==> src/hdl/mmu_ctl_pkg.sv <==
// Constants shared by the memory management unit control register set.
package mmu_ctl_pkg;
   // Alternate space and register select codes carried on address bits 12:8.
   localparam logic [7:0] ASI_MMU_REGS = 8'h04;
   localparam logic [4:0] SEL_CTRL = 5'h00;
   localparam logic [4:0] SEL_ROOT = 5'h01;
   localparam logic [4:0] SEL_CONTEXT = 5'h02;
   localparam logic [4:0] SEL_FAULT_CLR = 5'h03;
   localparam logic [4:0] SEL_FAULT_KEEP = 5'h13;
   // Control word field positions.
   localparam int MAKER_LSB = 28;
   localparam int REV_LSB = 24;
   localparam int SOFT_WALK = 23;
   localparam int ADDR_SNOOP = 22;
   localparam int SBUS_SNOOP = 21;
   localparam int MEM_SNOOP = 20;
   localparam int PARITY_SENSE = 17;
   localparam int ITLB_OFF = 16;
   localparam int ALT_PERMIT = 15;
   localparam int BOOT = 14;
   localparam int PARITY_ON = 12;
   localparam int REFRESH_LSB = 10;
   localparam int IBUF_ON = 9;
   localparam int OBUF_ON = 8;
   localparam int QUIET_FAULT = 1;
   localparam int XLATE_ON = 0;
   // Writable bits of the control word; identity and unimplemented bits are excluded.
   localparam logic [31:0] CTRL_WMASK = 32'h00f3df03;
   localparam logic [31:0] CTRL_RESET = 32'h00004000;
   localparam logic [31:0] CONTEXT_MASK = 32'h0000003f;
   localparam logic [31:0] ROOT_MASK = 32'h007ffff0;
   localparam logic [31:0] FAULT_MASK = 32'h00016fff;
   // Refresh interval codes and periods in clocks.
   localparam logic [1:0] REFRESH_128 = 2'b00;
   localparam logic [1:0] REFRESH_OFF = 2'b01;
   localparam logic [1:0] REFRESH_512 = 2'b10;
   localparam logic [9:0] PERIOD_128 = 10'd128;
   localparam logic [9:0] PERIOD_512 = 10'd512;
   localparam logic [9:0] PERIOD_768 = 10'd768;
endpackage : mmu_ctl_pkg

==> src/hdl/mmu_control_registers.sv <==
// Control and status registers of the processor memory management unit.
//
// Contract
// - Bus or watchdog reset sets boot_state, clears both buffer enables and translation.
// - Control word bits 19:18, 13, 7:2 read zero; software writes zero.
// - Bits 31:28 maker code, 27:24 revision, fixed and read only.
// - soft_walk_traps turns table walks into instruction and data miss traps.
// - address_snoop_out drives phys_addr_latch 27:0 onto expansion address pins.
// - sbus_data_snoop_out mirrors internal memory data onto expansion data pins.
// - memory_data_snoop_out mirrors internal memory data onto memory data pins.
// - parity_sense zero selects even parity, one selects odd parity.
// - itlb_buffer_off stops use of instr_translation_latch.
// - Caches follow enables unless translation and alt_buffer_permit are both clear.
// - boot_state set on either reset; software clears it before normal work.
// - parity_check_on controls word parity checking; polarity is a parameter.
// - refresh_interval codes: 128 clocks, off, 512 clocks, 768 clocks.
// - A clear buffer enable makes every reference to that cache miss.
// - quiet_fault_mode suppresses supervisor exceptions, only recording sync_fault_status.
// - Translation off makes physical address the low 31 virtual bits.
// - address_space_number holds a 6-bit context; upper bits read zero.
// - Root pointer is root_table_base 22:4 at 26:8, context at 7:2.
// - root_table_base holds 19 bits at 22:4; other bits read zero.
// - Fault overwrite rules decide replacement and status_lost_flag.
// - Fault status select 0x03 reads clear, 0x13 reads keep and writes update.
`timescale 1ns/1ns
`default_nettype none
module mmu_control_registers
   import mmu_ctl_pkg::*;
#(
   parameter logic [3:0] MAKER_CODE = 4'ha, // Arbitrary value.
   parameter logic [3:0] REVISION = 4'h5, // Arbitrary value.
   parameter logic PARITY_ON_LEVEL = 1'b1
)
(
   input wire logic clk,
   input wire logic sys_rst,
   input wire logic watchdog_rst,
   input wire logic asi_valid,
   input wire logic asi_write,
   input wire logic [7:0] alternate_space_id,
   input wire logic [4:0] asi_select,
   input wire logic [31:0] asi_wdata,
   output logic asi_ack,
   output logic [31:0] asi_rdata,
   input wire logic [31:0] virt_addr,
   input wire logic [30:0] translated_addr,
   output logic [30:0] physical_addr_bus,
   output logic [30:0] root_ptr_addr,
   output logic [5:0] context_out,
   input wire logic itlb_hit,
   output logic use_itlb_latch,
   input wire logic instr_tlb_miss,
   input wire logic data_tlb_miss,
   output logic instr_miss_trap,
   output logic data_miss_trap,
   output logic hw_walk_start,
   output logic icache_enable,
   output logic dcache_enable,
   input wire logic [27:0] phys_addr_latch,
   input wire logic [31:0] mem_data_bus,
   output logic [27:0] expansion_addr_out,
   output logic expansion_addr_oe,
   output logic [31:0] expansion_data_out,
   output logic expansion_data_oe,
   output logic [31:0] mem_data_out,
   output logic mem_data_oe,
   output logic expansion_bus_free,
   output logic load_store_allowed,
   input wire logic mem_data_valid,
   input wire logic mem_parity_in,
   output logic mem_parity_out,
   output logic parity_error,
   output logic refresh_req,
   input wire logic fault_valid,
   input wire logic fault_is_data,
   input wire logic fault_supervisor,
   input wire logic [31:1] fault_status_in,
   output logic fault_exception,
   output logic [31:0] sync_fault_status
);
   typedef enum {PEND_NONE, PEND_INSTR, PEND_DATA} pend_t;

   logic [31:0] ctrl;
   logic [31:0] address_space_number;
   logic [31:0] root_table_base;
   pend_t pend;
   logic hit_regs, ctrl_wr, root_wr, ctx_wr, fault_wr, fault_clr_rd;
   logic next_parity, next_perr, refresh_pulse;
   logic fault_take, instr_replace;

   always_comb
   begin
      hit_regs = asi_valid && alternate_space_id == ASI_MMU_REGS;
      ctrl_wr = hit_regs && asi_write && asi_select == SEL_CTRL;
      root_wr = hit_regs && asi_write && asi_select == SEL_ROOT;
      ctx_wr = hit_regs && asi_write && asi_select == SEL_CONTEXT;
      fault_wr = hit_regs && asi_write && asi_select == SEL_FAULT_KEEP;
      fault_clr_rd = hit_regs && !asi_write && asi_select == SEL_FAULT_CLR;
      instr_replace = fault_valid && !fault_is_data && pend != PEND_DATA;
      fault_take = fault_valid && (fault_is_data || instr_replace);
   end

   // Watchdog reset outranks a store in the same cycle.
   always_ff @(posedge clk)
   begin
      if (sys_rst)
         ctrl <= CTRL_RESET;
      else
      begin
         if (ctrl_wr)
            ctrl <= asi_wdata & CTRL_WMASK;
         if (watchdog_rst)
         begin
            ctrl[BOOT] <= 1'b1;
            ctrl[IBUF_ON] <= 1'b0;
            ctrl[OBUF_ON] <= 1'b0;
            ctrl[XLATE_ON] <= 1'b0;
         end
      end
   end

   always_ff @(posedge clk)
   begin
      if (sys_rst)
      begin
         address_space_number <= 32'h00000000;
         root_table_base <= 32'h00000000;
      end
      else
      begin
         if (ctx_wr)
            address_space_number <= asi_wdata & CONTEXT_MASK;
         if (root_wr)
            root_table_base <= asi_wdata & ROOT_MASK;
      end
   end

   // A fault in the same cycle as a clearing read wins, so no status is lost.
   always_ff @(posedge clk)
   begin
      if (sys_rst)
      begin
         sync_fault_status <= 32'h00000000;
         pend <= PEND_NONE;
      end
      else if (fault_take)
      begin
         sync_fault_status[31:1] <= fault_status_in & FAULT_MASK[31:1];
         pend <= fault_is_data ? PEND_DATA : PEND_INSTR;
         if (fault_is_data)
            sync_fault_status[0] <= pend == PEND_DATA;
         else
            sync_fault_status[0] <= pend == PEND_INSTR;
      end
      else if (fault_clr_rd)
      begin
         sync_fault_status <= 32'h00000000;
         pend <= PEND_NONE;
      end
      else if (fault_wr)
         sync_fault_status <= asi_wdata & FAULT_MASK;
   end

   always_ff @(posedge clk)
   begin
      if (sys_rst)
      begin
         asi_ack <= 1'b0;
         asi_rdata <= 32'h00000000;
      end
      else
      begin
         asi_ack <= asi_valid;
         asi_rdata <= 32'h00000000;
         if (hit_regs && !asi_write)
         begin
            case (asi_select)
               SEL_CTRL: asi_rdata <= {MAKER_CODE, REVISION, ctrl[23:0] & CTRL_WMASK[23:0]};
               SEL_ROOT: asi_rdata <= root_table_base;
               SEL_CONTEXT: asi_rdata <= address_space_number;
               SEL_FAULT_CLR, SEL_FAULT_KEEP: asi_rdata <= sync_fault_status;
               default: asi_rdata <= 32'h00000000;
            endcase
         end
      end
   end

   always_ff @(posedge clk)
   begin
      if (sys_rst)
      begin
         physical_addr_bus <= 31'h00000000;
         root_ptr_addr <= 31'h00000000;
         context_out <= 6'h00;
         use_itlb_latch <= 1'b0;
      end
      else
      begin
         physical_addr_bus <= ctrl[XLATE_ON] ? translated_addr : virt_addr[30:0];
         root_ptr_addr <= {4'h0, root_table_base[22:4], address_space_number[5:0], 2'b00};
         context_out <= address_space_number[5:0];
         use_itlb_latch <= itlb_hit && !ctrl[ITLB_OFF];
      end
   end

   // Miss handling and cache gating.
   always_ff @(posedge clk)
   begin
      if (sys_rst)
      begin
         instr_miss_trap <= 1'b0;
         data_miss_trap <= 1'b0;
         hw_walk_start <= 1'b0;
         icache_enable <= 1'b0;
         dcache_enable <= 1'b0;
      end
      else
      begin
         instr_miss_trap <= ctrl[SOFT_WALK] && instr_tlb_miss;
         data_miss_trap <= ctrl[SOFT_WALK] && data_tlb_miss;
         hw_walk_start <= !ctrl[SOFT_WALK] && (instr_tlb_miss || data_tlb_miss);
         icache_enable <= ctrl[IBUF_ON] && (ctrl[XLATE_ON] || ctrl[ALT_PERMIT]);
         dcache_enable <= ctrl[OBUF_ON] && (ctrl[XLATE_ON] || ctrl[ALT_PERMIT]);
      end
   end

   // Diagnostic snoop outputs; the pins idle at zero when not driven.
   always_ff @(posedge clk)
   begin
      if (sys_rst)
      begin
         expansion_addr_out <= 28'h0000000;
         expansion_addr_oe <= 1'b0;
         expansion_data_out <= 32'h00000000;
         expansion_data_oe <= 1'b0;
         mem_data_out <= 32'h00000000;
         mem_data_oe <= 1'b0;
         expansion_bus_free <= 1'b1;
         load_store_allowed <= 1'b1;
      end
      else
      begin
         expansion_addr_out <= ctrl[ADDR_SNOOP] ? phys_addr_latch : 28'h0000000;
         expansion_addr_oe <= ctrl[ADDR_SNOOP];
         expansion_data_out <= ctrl[SBUS_SNOOP] ? mem_data_bus : 32'h00000000;
         expansion_data_oe <= ctrl[SBUS_SNOOP];
         mem_data_out <= ctrl[MEM_SNOOP] ? mem_data_bus : 32'h00000000;
         mem_data_oe <= ctrl[MEM_SNOOP];
         expansion_bus_free <= !(ctrl[ADDR_SNOOP] || ctrl[SBUS_SNOOP]);
         load_store_allowed <= !ctrl[MEM_SNOOP];
      end
   end

   parity_unit parity_inst (
      .data(mem_data_bus),
      .parity_in(mem_parity_in),
      .odd_sense(ctrl[PARITY_SENSE]),
      .check_on(ctrl[PARITY_ON] == PARITY_ON_LEVEL),
      .check_valid(mem_data_valid),
      .parity_out(next_parity),
      .parity_error(next_perr)
   );

   refresh_timer refresh_inst (
      .clk(clk),
      .sys_rst(sys_rst),
      .interval(ctrl[REFRESH_LSB +: 2]),
      .refresh_req(refresh_pulse)
   );

   always_ff @(posedge clk)
   begin
      if (sys_rst)
      begin
         mem_parity_out <= 1'b0;
         parity_error <= 1'b0;
         refresh_req <= 1'b0;
         fault_exception <= 1'b0;
      end
      else
      begin
         mem_parity_out <= next_parity;
         parity_error <= next_perr;
         refresh_req <= refresh_pulse;
         fault_exception <= fault_take && !(ctrl[QUIET_FAULT] && fault_supervisor);
      end
   end

   boot_on_wdog_a: assert property (@(posedge clk) disable iff (sys_rst)
      watchdog_rst |=> ctrl[BOOT] && !ctrl[XLATE_ON] && !ctrl[IBUF_ON] && !ctrl[OBUF_ON])
      else $error("Watchdog reset did not set boot state.");
   ctrl_reserved_a: assert property (@(posedge clk) disable iff (sys_rst)
      $past(hit_regs && !asi_write && asi_select == SEL_CTRL) |-> (asi_rdata & 32'h000c20fc) == 32'h00000000)
      else $error("Reserved control bits read nonzero.");
   ident_fixed_a: assert property (@(posedge clk) disable iff (sys_rst)
      $past(hit_regs && !asi_write && asi_select == SEL_CTRL) |-> asi_rdata[31:24] == {MAKER_CODE, REVISION})
      else $error("Identity fields changed.");
   soft_walk_a: assert property (@(posedge clk) disable iff (sys_rst)
      (ctrl[SOFT_WALK] && instr_tlb_miss) |=> instr_miss_trap && !hw_walk_start)
      else $error("Miss did not trap under software walk.");
   addr_snoop_a: assert property (@(posedge clk) disable iff (sys_rst)
      ctrl[ADDR_SNOOP] |=> expansion_addr_oe && !expansion_bus_free && expansion_addr_out == $past(phys_addr_latch))
      else $error("Address snoop not driven.");
   cache_gate_a: assert property (@(posedge clk) disable iff (sys_rst)
      (!ctrl[XLATE_ON] && !ctrl[ALT_PERMIT]) |=> !icache_enable && !dcache_enable)
      else $error("Cache enabled with translation and permit clear.");
   pass_through_a: assert property (@(posedge clk) disable iff (sys_rst)
      !ctrl[XLATE_ON] |=> physical_addr_bus == $past(virt_addr[30:0]))
      else $error("Untranslated address mismatch.");
   root_ptr_a: assert property (@(posedge clk) disable iff (sys_rst)
      ##1 root_ptr_addr[26:2] == {$past(root_table_base[22:4]), $past(address_space_number[5:0])}
      && root_ptr_addr[30:27] == 4'h0 && root_ptr_addr[1:0] == 2'b00)
      else $error("Root pointer address malformed.");
   instr_overwrite_a: assert property (@(posedge clk) disable iff (sys_rst)
      (fault_valid && !fault_is_data && pend == PEND_INSTR) |=> sync_fault_status[0])
      else $error("Lost status flag not set.");
   fault_clear_a: assert property (@(posedge clk) disable iff (sys_rst)
      (fault_clr_rd && !fault_take) |=> sync_fault_status == 32'h00000000 && asi_ack)
      else $error("Clearing read left status.");
endmodule : mmu_control_registers
`default_nettype wire

==> src/hdl/parity_unit.sv <==
// Word parity generation and checking with selectable sense.
`timescale 1ns/1ns
`default_nettype none
module parity_unit
(
   input wire logic [31:0] data,
   input wire logic parity_in,
   input wire logic odd_sense,
   input wire logic check_on,
   input wire logic check_valid,
   output logic parity_out,
   output logic parity_error
);
   function automatic logic word_parity(input logic [31:0] w, input logic odd);
      word_parity = (^w) ^ odd;
   endfunction : word_parity

   always_comb
   begin
      parity_out = word_parity(data, odd_sense);
      parity_error = check_on && check_valid && (parity_in != word_parity(data, odd_sense));
   end
endmodule : parity_unit
`default_nettype wire

==> src/hdl/refresh_timer.sv <==
// Memory refresh request generator driven by the refresh interval code.
`timescale 1ns/1ns
`default_nettype none
module refresh_timer
   import mmu_ctl_pkg::*;
(
   input wire logic clk,
   input wire logic sys_rst,
   input wire logic [1:0] interval,
   output logic refresh_req
);
   logic [9:0] count;
   logic [9:0] period;

   always_comb
   begin
      case (interval)
         REFRESH_128: period = PERIOD_128;
         REFRESH_512: period = PERIOD_512;
         default: period = PERIOD_768;
      endcase
   end

   // Only the off code clears the count; any other change of code is compared against the running count at once.
   always_ff @(posedge clk)
   begin
      if (sys_rst || interval == REFRESH_OFF)
      begin
         count <= 10'h000;
         refresh_req <= 1'b0;
      end
      else if (count >= period - 10'd1)
      begin
         count <= 10'h000;
         refresh_req <= 1'b1;
      end
      else
      begin
         count <= count + 10'd1;
         refresh_req <= 1'b0;
      end
   end
endmodule : refresh_timer
`default_nettype wire

==> config.mk <==
export PLATFORM = sky130hd
export DESIGN_NAME = mmu_control_registers
export DESIGN_NICKNAME = d
export VERILOG_FILES = /design/src/hdl/mmu_ctl_pkg.sv /design/src/hdl/mmu_control_registers.sv /design/src/hdl/parity_unit.sv /design/src/hdl/refresh_timer.sv
export SDC_FILE = /design/constraint.sdc
export NUM_CORES = 1
export LEC_CHECK = 0
export BUFFER_PORTS_ARGS = -buffer_cell sky130_fd_sc_hd__buf_4
export CORE_AREA = 5 5 173 175
export DETAILED_ROUTE_END_ITERATION = 10
export DIE_AREA = 0 0 178 180
export PLACE_DENSITY = 0.66
export SLEW_MARGIN = 40
export SYNTH_ARGS = -nofsm -noshare
export SYNTH_HDL_FRONTEND = slang
export SYNTH_SLANG_ARGS = --single-unit
==> constraint.sdc <==
create_clock -name clk -period 1.8 [get_ports clk]
set_input_delay 0.09 -clock clk [delete_from_list [all_inputs] [get_ports clk]]
set_output_delay 0.09 -clock clk [all_outputs]
set_load 0.01 [all_outputs]
==> impl_metrics.py, run 1 <==
metrics = {
    "outcome": {
        "run_status": "finished, violations left",
        "violations": "negative hold slack",
    },
    "timing": {
        "fmax_mhz": 568,
        "fin_crit_sh_pct": 97.8,
        "finalSetupViolCount": 0,
        "period_needed_ns": 1.76,
        "hold_slack_ns": -0.00684,
        "fin_setup_tns_ns": 0,
        "hold_violations": 2,
        "skew_ns": 0.0221,
        "drv_slew": 0,
    },
    "clocking": {
        "htreeDepth": 1,
        "cts.clk_slew.worst_paths_ns": 0.06,
        "tritoncts": "built",
        "clock-sinks": 257,
        "clk_latency_ns": 0.55,
        "cts_buffer_depth": 3,
        "cts_buffers": 28,
        "clock-root-buffer": "clkbuf_16",
    },
    "worst_setup_path": {
        "critPathArrivalTime_ns": 2.22,
        "crit_fanout": 3,
        "regToRegSetupSlack_ns": 0.11,
        "r2r_cells": 7,
        "end_kind": "register",
        "reg2reg_from": "ctrl[10]",
        "path_class": "primary input to register",
        "critical_path_required_ns": 2.26,
        "start_kind": "primary input",
        "cp_cell_sequence": "dlygate4sd3_1 > buf_4 > xnor2_4 > xnor2_2 > xnor3_1 > xnor3_1 > xnor3_1 > nor3_2",
        "crit_path_max_incr_delay_ns": 0.55,
        "crit_top_cell": "xnor3_1",
        "r2r_end": "refresh_inst.count[8]",
        "critical_path.slowest_cell": "dlygate4sd3_1",
    },
    "pwr": {
        "p_leak_nw": 6.87,
        "irDropWorstVdd_v": 0.000664,
        "power.density_mw_per_mm2": 897,
    },
    "worst_hold_path": {
        "holdPathStages": 2,
        "hp-class": "primary input to register",
        "hp-start": "mem_data_bus[7]",
        "holdPathEnd": "mem_data_out[7]",
    },
    "grt": {
        "gr-total-overflow": 0,
        "grt_max_degree": 70,
        "grt_pass1_wl_um": 49900,
        "antenna_found_initial": 1,
        "gr-usage-all-layers_pct": 19.8,
        "grt_pass1_vias": 8696,
    },
    "logic_synthesis": {
        "netlist.area_leader.share_pct": 57.2,
        "ys_seq_area_share_pct": 57.2,
        "synth_top_area_cell": "dfxtp_1",
        "yosysWarnings": 0,
        "synth_edf_count": 0,
        "netlist_area_mm2": 0.00899,
        "yosys.cell_types.count": 47,
        "postSynth.asyncResetShare_pct": 0,
        "ys_ff_latch": 257,
        "ys.flop_type": "dfxtp_1",
        "synthCells": 859,
        "synth.area.top_cells": "dfxtp_1 (57%), and2_1 (6.7%), mux2i_1 (6.0%), nor2_1 (4.7%), buf_4 (3.2%)",
        "syn_area_per_cell_um2": 10.5,
    },
    "route": {
        "first_iter_violations": 398,
        "wirelength_um": 34100,
        "drtPass1Iterations": 5,
        "drc": 0,
        "via_per_inst": 4.47,
        "detail_route.wl_per_cell_um": 18.4,
        "vias": 8270,
        "ant_nets": 0,
    },
    "floorplan": {
        "core_area_mm2": 0.0283,
        "start_util_pct": 31.7,
        "die_y_um": 180,
        "ioPinCount": 452,
        "fp.dieW_um": 178,
        "die_area_mm2": 0.0320,
        "rows": 62,
    },
    "layout": {
        "final_nets": 1660,
        "fin_cells": 1849,
        "area_delta_synth_final_pct": 71.8,
        "drive_above_1_share_pct": 35.4,
        "stdcell_area_mm2": 0.0154,
        "n_antenna_cell": 0,
    },
    "run": {
        "drv_cap": 0,
    },
    "place": {
        "hpwl_um": 22700,
        "placedCellCount": 1622,
        "dpl_cell_area_mm2": 0.0125,
        "place.gp.congestion": 0.841,
        "port_buffers": 398,
    },
}
layer usage:
| metal | routed length (µm) | vias up | GRT usage [%] |
|---|---|---|---|
| met1 | 12900 | 3872 | 22.7 |
| li1 | - | 3938 | - |
| met4 | 1090 | 2 | 6.53 |
| met3 | 2890 | 76 | 4.54 |
| met2 | 17200 | 382 | 36.0 |
| met5 | 13 | - | 0 |
what timing repair did:
| action | 4_1_cts | 5_1_grt |
|---|---|---|
| setup buffers | 0 | 3 |
| setup endpoints to repair | 10 | 12 |
| hold endpoints to repair | 191 | 8 |
| gates resized for setup | 1 | 24 |
| hold buffers | 175 | 6 |
| gates cloned | 0 | 1 |
| pin swaps | 0 | 11 |
cell usage after synthesis (2+ instances only):
library cell	number
a21oi_1	21
a222oi_1	10
a22oi_1	12
a2bb2oi_1	4
a2bb2oi_2	10
and2_1	96
and3_1	3
and3b_1	2
buf_1	2
buf_2	6
buf_4	38
clkbuf_1	35
dfxtp_1	257
ha_1	4
inv_1	5
mux2i_1	54
nand2_1	45
nand2b_1	3
nand3_1	4
nand4_1	3
nor2_1	113
nor2_2	2
nor2b_1	34
nor3_1	34
nor3_2	2
nor3b_1	2
o21bai_1	2
xnor2_1	26
xnor3_1	4
xor2_1	9
report_power, final:
part / internal, mW / switching (mW)
Sequential: 5.78 / 0.0496
Combinational: 0.923 / 0.619
Clock: 4.13 / 2.36
registers in the layout (all words and copies together) (netlist names), 2 cells and up:
signal / flops
pend: 2
expansion_data_out: 32
physical_addr_bus: 31
root_table_base: 19
refresh_inst.count: 10
expansion_addr_out: 28
asi_rdata: 25
root_ptr_addr: 25
address_space_number: 6
mem_data_out: 32
sync_fault_status: 15
ctrl: 15
worst max-delay path by stage:
| stage | startpoint | end | slack, ns | depth (start not counted) |
|---|---|---|---|---|
| global route | ctrl[11] | refresh_inst.count[2] | -0.0008 | 7 |
| finish | mem_data_bus[19] | parity_error | 0.04 | 8 |
| floorplan | ctrl[11] | refresh_inst.count[2] | 0.05 | 8 |
| detailed placement | alternate_space_id[1] | sync_fault_status[3] | -0.004 | 9 |
| CTS | mem_data_bus[17] | parity_error | 0.01 | 8 |
| global placement | alternate_space_id[1] | sync_fault_status[3] | -0.0001 | 9 |
worst max-delay path: cells and delay by family:
| family | cells | cell delay (ns) |
|---|---|---|
| simple gates | 1 | 0.14 |
| buf+inv | 2 | 0.72 |
| xor+xnor | 5 | 1.26 |
logic make-up after synthesis:
| logic type | Yosys count | share of synthesized area, % |
|---|---|---|
| muxes | 54 | 6.01 |
| AOI/OAI and AO/OA | 64 | 6.00 |
| DFF | 257 | 57.2 |
| and+or+nand+nor | 352 | 20.3 |
| adders and majority gates | 4 | 0.557 |
| other | 1 | 0.0417 |
| xor gates and xnor gates | 39 | 4.41 |
| buffers and inverters | 88 | 5.47 |
layout make-up:
class / instances / area [µm²]
Clock inverter: 11 / 226
Sequential cell: 257 / 5150
Timing Repair Buffer: 610 / 5160
Clock buffer: 40 / 846
Fill cell: 2364 / 12900
Tap cell: 384 / 480
Multi-Input combinational cell: 541 / 3560
Inverter: 6 / 22.5
cell usage in the layout, fill, tap and decap left out, types with 6 or more instances in the layout:
master          synthesis  routed
dlygate4sd3_1           0     171
and2_1                 96      96
clkbuf_8                0      10
xor2_1                  9       8
conb_1                  1      27
buf_4                  38     421
buf_12                  0       8
mux2i_1                54      54
a222oi_1               10      10
a21oi_1                21      20
dlymetal6s4s_1          0      10
nand2_1                45      45
nor3_1                 34      34
clkbuf_16               0      28
a2bb2oi_2              10      10
nor2b_1                34      29
dfxtp_1               257     256
nor2_1                113     111
bufinv_16               0       6
xnor2_1                26      20
a22oi_1                12      12
stage by stage:
step	utilization, %	setup WS, ns	power (mW)
4_1_cts	54.1	0.0131	13.9
3_5_place_dp	44.1	-0.00394	7.13
3_3_place_gp	44.1	-0.000105	7.10
5_1_grt	54.5	-0.000794	14.4
2_1_floorplan	-	0.0524	6.52
6_report	54.5	0.0397	13.9
(Power assumes the default switching activity.)
==> inputs of run 2 (changes only) <==
- clock period: 1.8 -> 1.6 ns (I/O delays scaled with it)
==> run 2 against run 1 <==
Against the previous run:
- the flow finishes with violations (negative setup slack)
- register-to-register slack got worse by 0.13 ns
- non-clock buffer count increased by 17
- clock power increased by 2%
- sequential cell count unchanged
- final area increased by 0.50%
- clock skew increased by 0.0029 ns
- sequential share of layout area decreased by 0.13 points
- worst setup slack got worse by 0.056 ns
- cell count increased by 1.1%
- critical endpoint is now refresh_inst.count[7]
- first-iteration DRC count decreased by 5.0%
- core utilization increased by 0.27 points
==> impl_metrics.py, run 2 (synthesis gave the netlist of run 1 again) <==
metrics = {
    "outcome": {
        "run_status": "finished, violations left",
        "violations": "negative setup slack",
    },
    "worst_setup_path": {
        "r2r_end": "refresh_inst.count[7]",
        "critical_path_required_ns": 2.07,
        "cp-startpoint": "ctrl[10]",
        "crit_path_max_incr_delay_ns": 0.43,
        "end_kind": "register",
        "cp_cell_sequence": "nor2_1 > ha_1 > a41o_1 > a21oi_2 > nor2b_2 > or3_4 > nor2_1",
        "cp-endpoint": "refresh_inst.count[7]",
        "path_class": "register to register",
        "critPathTopFamily": "simple AND/OR/NAND/NOR gates",
        "reg2reg_from": "ctrl[10]",
        "path_buf_inv": 0,
        "crit_fanout": 5,
        "regToRegSetupSlack_ns": -0.02,
        "critPathArrivalTime_ns": 2.08,
        "crit_top_cell": "nor2_1",
        "path_depth": 7,
        "r2r_cells": 7,
        "start_kind": "register",
        "critical_path.slowest_cell": "or3_4",
    },
    "timing": {
        "rsz0062_at_grt": "yes",
        "finalSetupViolCount": 9,
        "fin_ws_ns": -0.0158,
        "period_needed_ns": 1.62,
        "skew_ns": 0.0250,
        "fin_crit_sh_pct": 101,
        "fmax_mhz": 619,
        "hold_violations": 0,
        "drv_slew": 0,
        "fin_setup_tns_ns": -0.0837,
    },
    "route": {
        "vias": 8301,
        "drc": 0,
        "wirelength_um": 33600,
        "first_iter_violations": 378,
        "drtPass1Iterations": 6,
        "ant_nets": 0,
        "via_per_inst": 4.44,
        "detail_route.wl_per_cell_um": 18.0,
    },
    "clocking": {
        "cts_buffer_depth": 3,
        "clock-root-buffer": "clkbuf_16",
        "htreeDepth": 1,
        "clk_latency_ns": 0.55,
        "clock-sinks": 257,
        "cts.clk_slew.worst_paths_ns": 0.06,
        "cts_buffers": 28,
        "tritoncts": "built",
    },
    "layout": {
        "fin_cells": 1869,
        "reg_top3": "expansion_data_out (32), mem_data_out (32), physical_addr_bus (31)",
        "mostFrequentLayoutCells": "buf_4 (439), dfxtp_1 (253), dlygate4sd3_1 (174)",
        "area_delta_synth_final_pct": 72.6,
        "layout_commonest_cell": "buf_4",
        "final_nets": 1677,
        "drive_above_1_share_pct": 36.8,
    },
    "floorplan": {
        "fp.dieW_um": 178,
        "ioPinCount": 452,
        "die_y_um": 180,
        "rows": 62,
        "start_util_pct": 31.7,
        "die_area_mm2": 0.0320,
        "core_area_mm2": 0.0283,
    },
    "pwr": {
        "power.density_mw_per_mm2": 962,
        "p_leak_nw": 6.84,
        "finalPower_mw": 14.9,
        "irDropWorstVdd_v": 0.000876,
    },
    "grt": {
        "met2_usage_pct": 35.7,
        "busiest_layer": "met2",
        "gr-usage-all-layers_pct": 19.8,
        "grt_pass1_wl_um": 50300,
        "use_met3_pct": 5.50,
        "antenna_found_initial": 4,
        "grt_max_degree": 79,
        "use_met1_pct": 21.9,
        "grt_pass1_vias": 8853,
        "gr-total-overflow": 0,
    },
    "place": {
        "placedCellCount": 1636,
        "place.gp.congestion": 0.850,
        "hpwl_um": 22500,
        "port_buffers": 398,
    },
    "run": {
        "drv_cap": 0,
    },
    "worst_hold_path": {
        "hp-class": "primary input to register",
    },
}
run 2: changes by cell type in the layout (fill, tap and decap cells not counted), moves of 4 or more:
cell            previous run  this run
buf_4                    421       439
clkinv_2                   1         8
clkbuf_8                  10         6
dlymetal6s4s_1            10         1
run 2: metrics by stage:
step | util, % | setup WS [ns] | hold WS [ns] | area (µm²)
6_report | 54.8 | -0.0158 | 0.0257 | 15500
2_1_floorplan | - | -0.0186 | 0.157 | 9100
3_3_place_gp | 44.5 | -0.204 | 0.270 | 12600
5_1_grt | 54.8 | -0.113 | 0.0217 | 15500
4_1_cts | 54.2 | -0.00585 | 0.00176 | 15300
3_5_place_dp | 44.5 | -0.230 | 0.275 | 12600
run 2: repair_timing:
| action | CTS | global route |
|---|---|---|
| pin swaps | 3 | 11 |
| endpoints found under the hold margin | 194 | 0 |
| hold buffers | 175 | 0 |
| setup endpoints to repair | 12 | 46 |
| buffers inserted | 1 | 2 |
| gates resized for setup | 4 | 25 |
| gates cloned | 1 | 1 |
run 2: worst min path at each step:
| stage | start | to | slack (ns) | depth (start not counted) |
|---|---|---|---|---|
| CTS | fault_status_in[13] | sync_fault_status[13] | 0.002 | 4 |
| finish | fault_status_in[13] | sync_fault_status[13] | 0.03 | 4 |
| detailed placement | fault_supervisor | fault_exception | 0.27 | 2 |
| floorplan | watchdog_rst | ctrl[0] | 0.16 | 1 |
| global placement | fault_supervisor | fault_exception | 0.27 | 2 |
| global route | fault_status_in[13] | sync_fault_status[13] | 0.02 | 4 |
run 2: area by class of cell:
cell class,count,area [µm²]
Multi-Input combinational cell,541,3610
Fill cell,2356,12800
Sequential cell,257,5150
Antenna cell,3,7.51
Clock buffer,38,798
Tap cell,384,480
Inverter,6,22.5
Timing Repair Buffer,627,5300
Clock inverter,13,154
run 2: layer usage:
| layer | share of wire [%] | vias to the layer above |
|---|---|---|
| li1 | - | 3968 |
| met1 | 37 | 3856 |
| met2 | 50 | 389 |
| met3 | 9.1 | 86 |
| met4 | 3.4 | 2 |
| met5 | 0.024 | - |
run 2: report_power, final:
group / switching [mW] / internal (mW) / total [mW]
logic: 0.700 / 1.06 / 1.76
clock network: 2.65 / 3.97 / 6.62
registers: 0.0527 / 6.50 / 6.55
total: 3.40 / 11.5 / 14.9
run 2: worst register-to-register path, cell delays in order, from the launching register on:
cell     delay, ns
dfxtp_2       0.32
nor2_1        0.10
ha_1          0.23
a41o_1        0.19
a21oi_2       0.12
nor2b_2       0.07
or3_4         0.43
nor2_1        0.10
==> inputs of run 3 (changes only) <==
- ABC_AREA: unset -> 1
- CORE_AREA: 5 5 173 175 -> 5 5 170 172
- DIE_AREA: 0 0 178 180 -> 0 0 175 177
- PLACE_DENSITY: 0.66 -> 0.7
==> run 3 against run 2 <==
Against the previous run:
- the flow still finishes with violations (negative setup slack)
- die area decreased by 3.3%
- first-iteration DRC count increased by 25%
- combinational power down 10%
- critical path depth is 3 higher
- routed wire length increased by 3.7%
- global-route usage rose by 1.4 points
- via count is 19% higher
- synthesized cell count increased by 40%
- critical endpoint is now refresh_inst.count[2]
- largest cell class is now flip-flops and latches
- highest routed layer is now met4
==> impl_metrics.py, run 3 <==
metrics = {
    "worst_setup_path": {
        "start_kind": "register",
        "path_class": "register to register",
        "critPathArrivalTime_ns": 2.11,
        "cp-startpoint": "ctrl[10]",
        "end_kind": "register",
        "crit_fanout": 5,
        "reg2reg_from": "ctrl[10]",
        "critical_path_required_ns": 2.07,
    },
    "grt": {
        "grt_pass1_vias": 9989,
        "grt_pass1_wl_um": 52600,
        "grt_max_degree": 51,
        "gr-total-overflow": 0,
        "gr-usage-all-layers_pct": 21.2,
        "antenna_found_initial": 0,
    },
    "worst_hold_path": {
        "hp-start": "sys_rst",
        "hp-class": "primary input to register",
    },
    "timing": {
        "fin_crit_sh_pct": 103,
        "period_needed_ns": 1.64,
        "finalSetupViolCount": 3,
        "skew_ns": 0.00998,
        "rsz0062_at_grt": "yes",
        "drv_slew": 0,
        "fin_ws_ns": -0.0448,
        "fmax_mhz": 608,
        "worst_slew_pin_slew_ns": 0.757,
        "hold_violations": 0,
        "relSlewSlack_pct": 49.6,
        "hold_slack_ns": 0.0464,
    },
    "logic_synthesis": {
        "ys_ff_latch": 257,
        "yosysWarnings": 0,
        "synth.area.top_cells": "dfxtp_1 (55%), nor2_1 (11%), nand2_1 (10%), inv_1 (5.7%), buf_4 (2.9%)",
        "syn_area_per_cell_um2": 7.83,
        "synth_most_common_cell": "nor2_1",
        "synth_edf_count": 0,
        "synthCells": 1205,
        "postSynth.asyncResetShare_pct": 0,
        "synth_top_area_cell": "dfxtp_1",
        "yosys.cell_types.count": 35,
        "netlist.area_leader.share_pct": 54.5,
        "netlist_area_mm2": 0.00944,
        "yosys-top-cells-count": "nor2_1 (273), dfxtp_1 (257), nand2_1 (251), inv_1 (143), o21ai_0 (55)",
        "ys.flop_type": "dfxtp_1",
        "ys_seq_area_share_pct": 54.5,
    },
    "clocking": {
        "htreeDepth": 1,
        "cts_buffers": 29,
        "cts_buffer_depth": 3,
        "cts.clk_slew.worst_paths_ns": 0.06,
        "clock-sinks": 257,
        "clk_latency_ns": 0.54,
        "clock-root-buffer": "clkbuf_16",
        "tritoncts": "built",
    },
    "outcome": {
        "run_status": "finished, violations left",
        "violations": "negative setup slack",
    },
    "pwr": {
        "power.density_mw_per_mm2": 955,
        "p_leak_nw": 7.73,
        "finalPower_mw": 15.0,
        "irDropWorstVdd_v": 0.000874,
    },
    "route": {
        "drc": 0,
        "first_iter_violations": 471,
        "via_per_inst": 4.58,
        "drtPass1Iterations": 5,
        "vias": 9884,
        "wirelength_um": 34900,
        "detail_route.wl_per_cell_um": 16.2,
        "ant_nets": 0,
    },
    "layout": {
        "mostFrequentLayoutCells": "buf_4 (428), nor2_1 (261), dfxtp_1 (253)",
        "drive_above_1_share_pct": 30.5,
        "area_delta_synth_final_pct": 66.5,
        "fin_cells": 2158,
        "final_nets": 2009,
        "reg_top3": "expansion_data_out (32), mem_data_out (32), physical_addr_bus (31)",
        "n_antenna_cell": 0,
        "layout_commonest_cell": "buf_4",
    },
    "place": {
        "placedCellCount": 1930,
        "place.gp.congestion": 0.849,
        "hpwl_um": 23500,
        "port_buffers": 398,
    },
    "floorplan": {
        "die_area_mm2": 0.0310,
        "start_util_pct": 34.5,
        "core_area_mm2": 0.0273,
        "fp.dieW_um": 175,
        "ioPinCount": 452,
        "rows": 61,
        "die_y_um": 177,
    },
    "run": {
        "drv_cap": 0,
    },
}
-- run 3: changes by cell type after synthesis, sizes merged, moves of 11 or more --
| cell | delta |
|---|---|
| nor3 | -29 |
| nand3 | +12 |
| a211oi | +36 |
| o21ai | +65 |
| nand2 | +209 |
| xnor2 | -26 |
| and2 | -96 |
| clkbuf | -11 |
| nor2b | -34 |
| a2bb2oi | -14 |
| nor2 | +159 |
| mux2i | -54 |
| inv | +140 |
-- run 3: layout make-up --
cell class	instances	area, µm²
flip-flops and latches	257	5150
clock inverters	14	214
fillers	2320	11600
well taps	346	433
multi-input cells	745	3460
inverters	149	563
clock buffers	36	772
repair buffers	611	5120
-- run 3: per-layer routing --
metal  routed length, µm  global-route usage [%]  share of wire [%]  up-vias
met4                1400                    8.18                4.0        0
met5                   0                       0                  0        -
met3                3030                    5.98                8.7      104
li1                    -                       -                  -     4817
met1               13100                    23.6                 38     4502
met2               17400                    38.4                 50      461
-- run 3: repair_timing --
| action | in CTS | in global routing |
|---|---|---|
| hold buffers | 174 | 0 |
| setup buffers | 0 | 3 |
| pin swaps | 0 | 8 |
| endpoints found under the setup margin | 11 | 76 |
| resized for setup | 10 | 43 |
| endpoints found under the hold margin | 196 | 0 |
| cloned | 1 | 0 |
-- run 3: through the flow --
step	util, %	worst slack, ns	cell area, µm²	setup TNS [ns]
3_5_place_dp	46.9	-0.171	12800	-2.03
2_1_floorplan	-	0.0397	9540	0
4_1_cts	57.0	-0.00653	15600	-0.0167
3_3_place_gp	46.9	-0.0523	12800	-0.184
6_report	57.5	-0.0448	15700	-0.114
5_1_grt	57.5	-0.162	15700	-1.17
-- run 3: cells by family (layout without fill, tap and decap cells) --
kind of cell               after synthesis  after routing  synth area share (%)
xor gates and xnor gates                 3              3                 0.279
other                                    1             27                0.0397
adders and majority gates                4              4                 0.530
and+or+nand+nor                        562            563                  23.3
DFF                                    257            257                  54.5
buffers and inverters                  230            810                  11.2
AOI/OAI and AO/OA                      148            148                  10.0
-- run 3: worst paths after layout --
kind	cells after the start	to	slack, ns
worst min-delay path	3	ctrl[0]	0.05
worst max register to register	10	refresh_inst.count[2]	-0.04
worst max-delay path	10	refresh_inst.count[2]	-0.04
worst min register to register	2	root_ptr_addr[13]	0.46
-- run 3: power by group --
part | internal, mW | leakage, nW | switching, mW
combinational | 0.852 | 5.17 | 0.729
sequential | 6.49 | 2.09 | 0.0543
clock | 4.21 | 0.473 | 2.66
total | 11.6 | 7.73 | 3.45
-- run 3: critical path: stages (launching register included) --
cell	delay, ns
dfxtp_2	0.32
inv_2	0.06
nand2_1	0.05
ha_1	0.28
nand2_2	0.09
inv_2	0.04
a221oi_2	0.23
o21ai_2	0.09
inv_2	0.12
nand2_4	0.10
nor3b_2	0.18
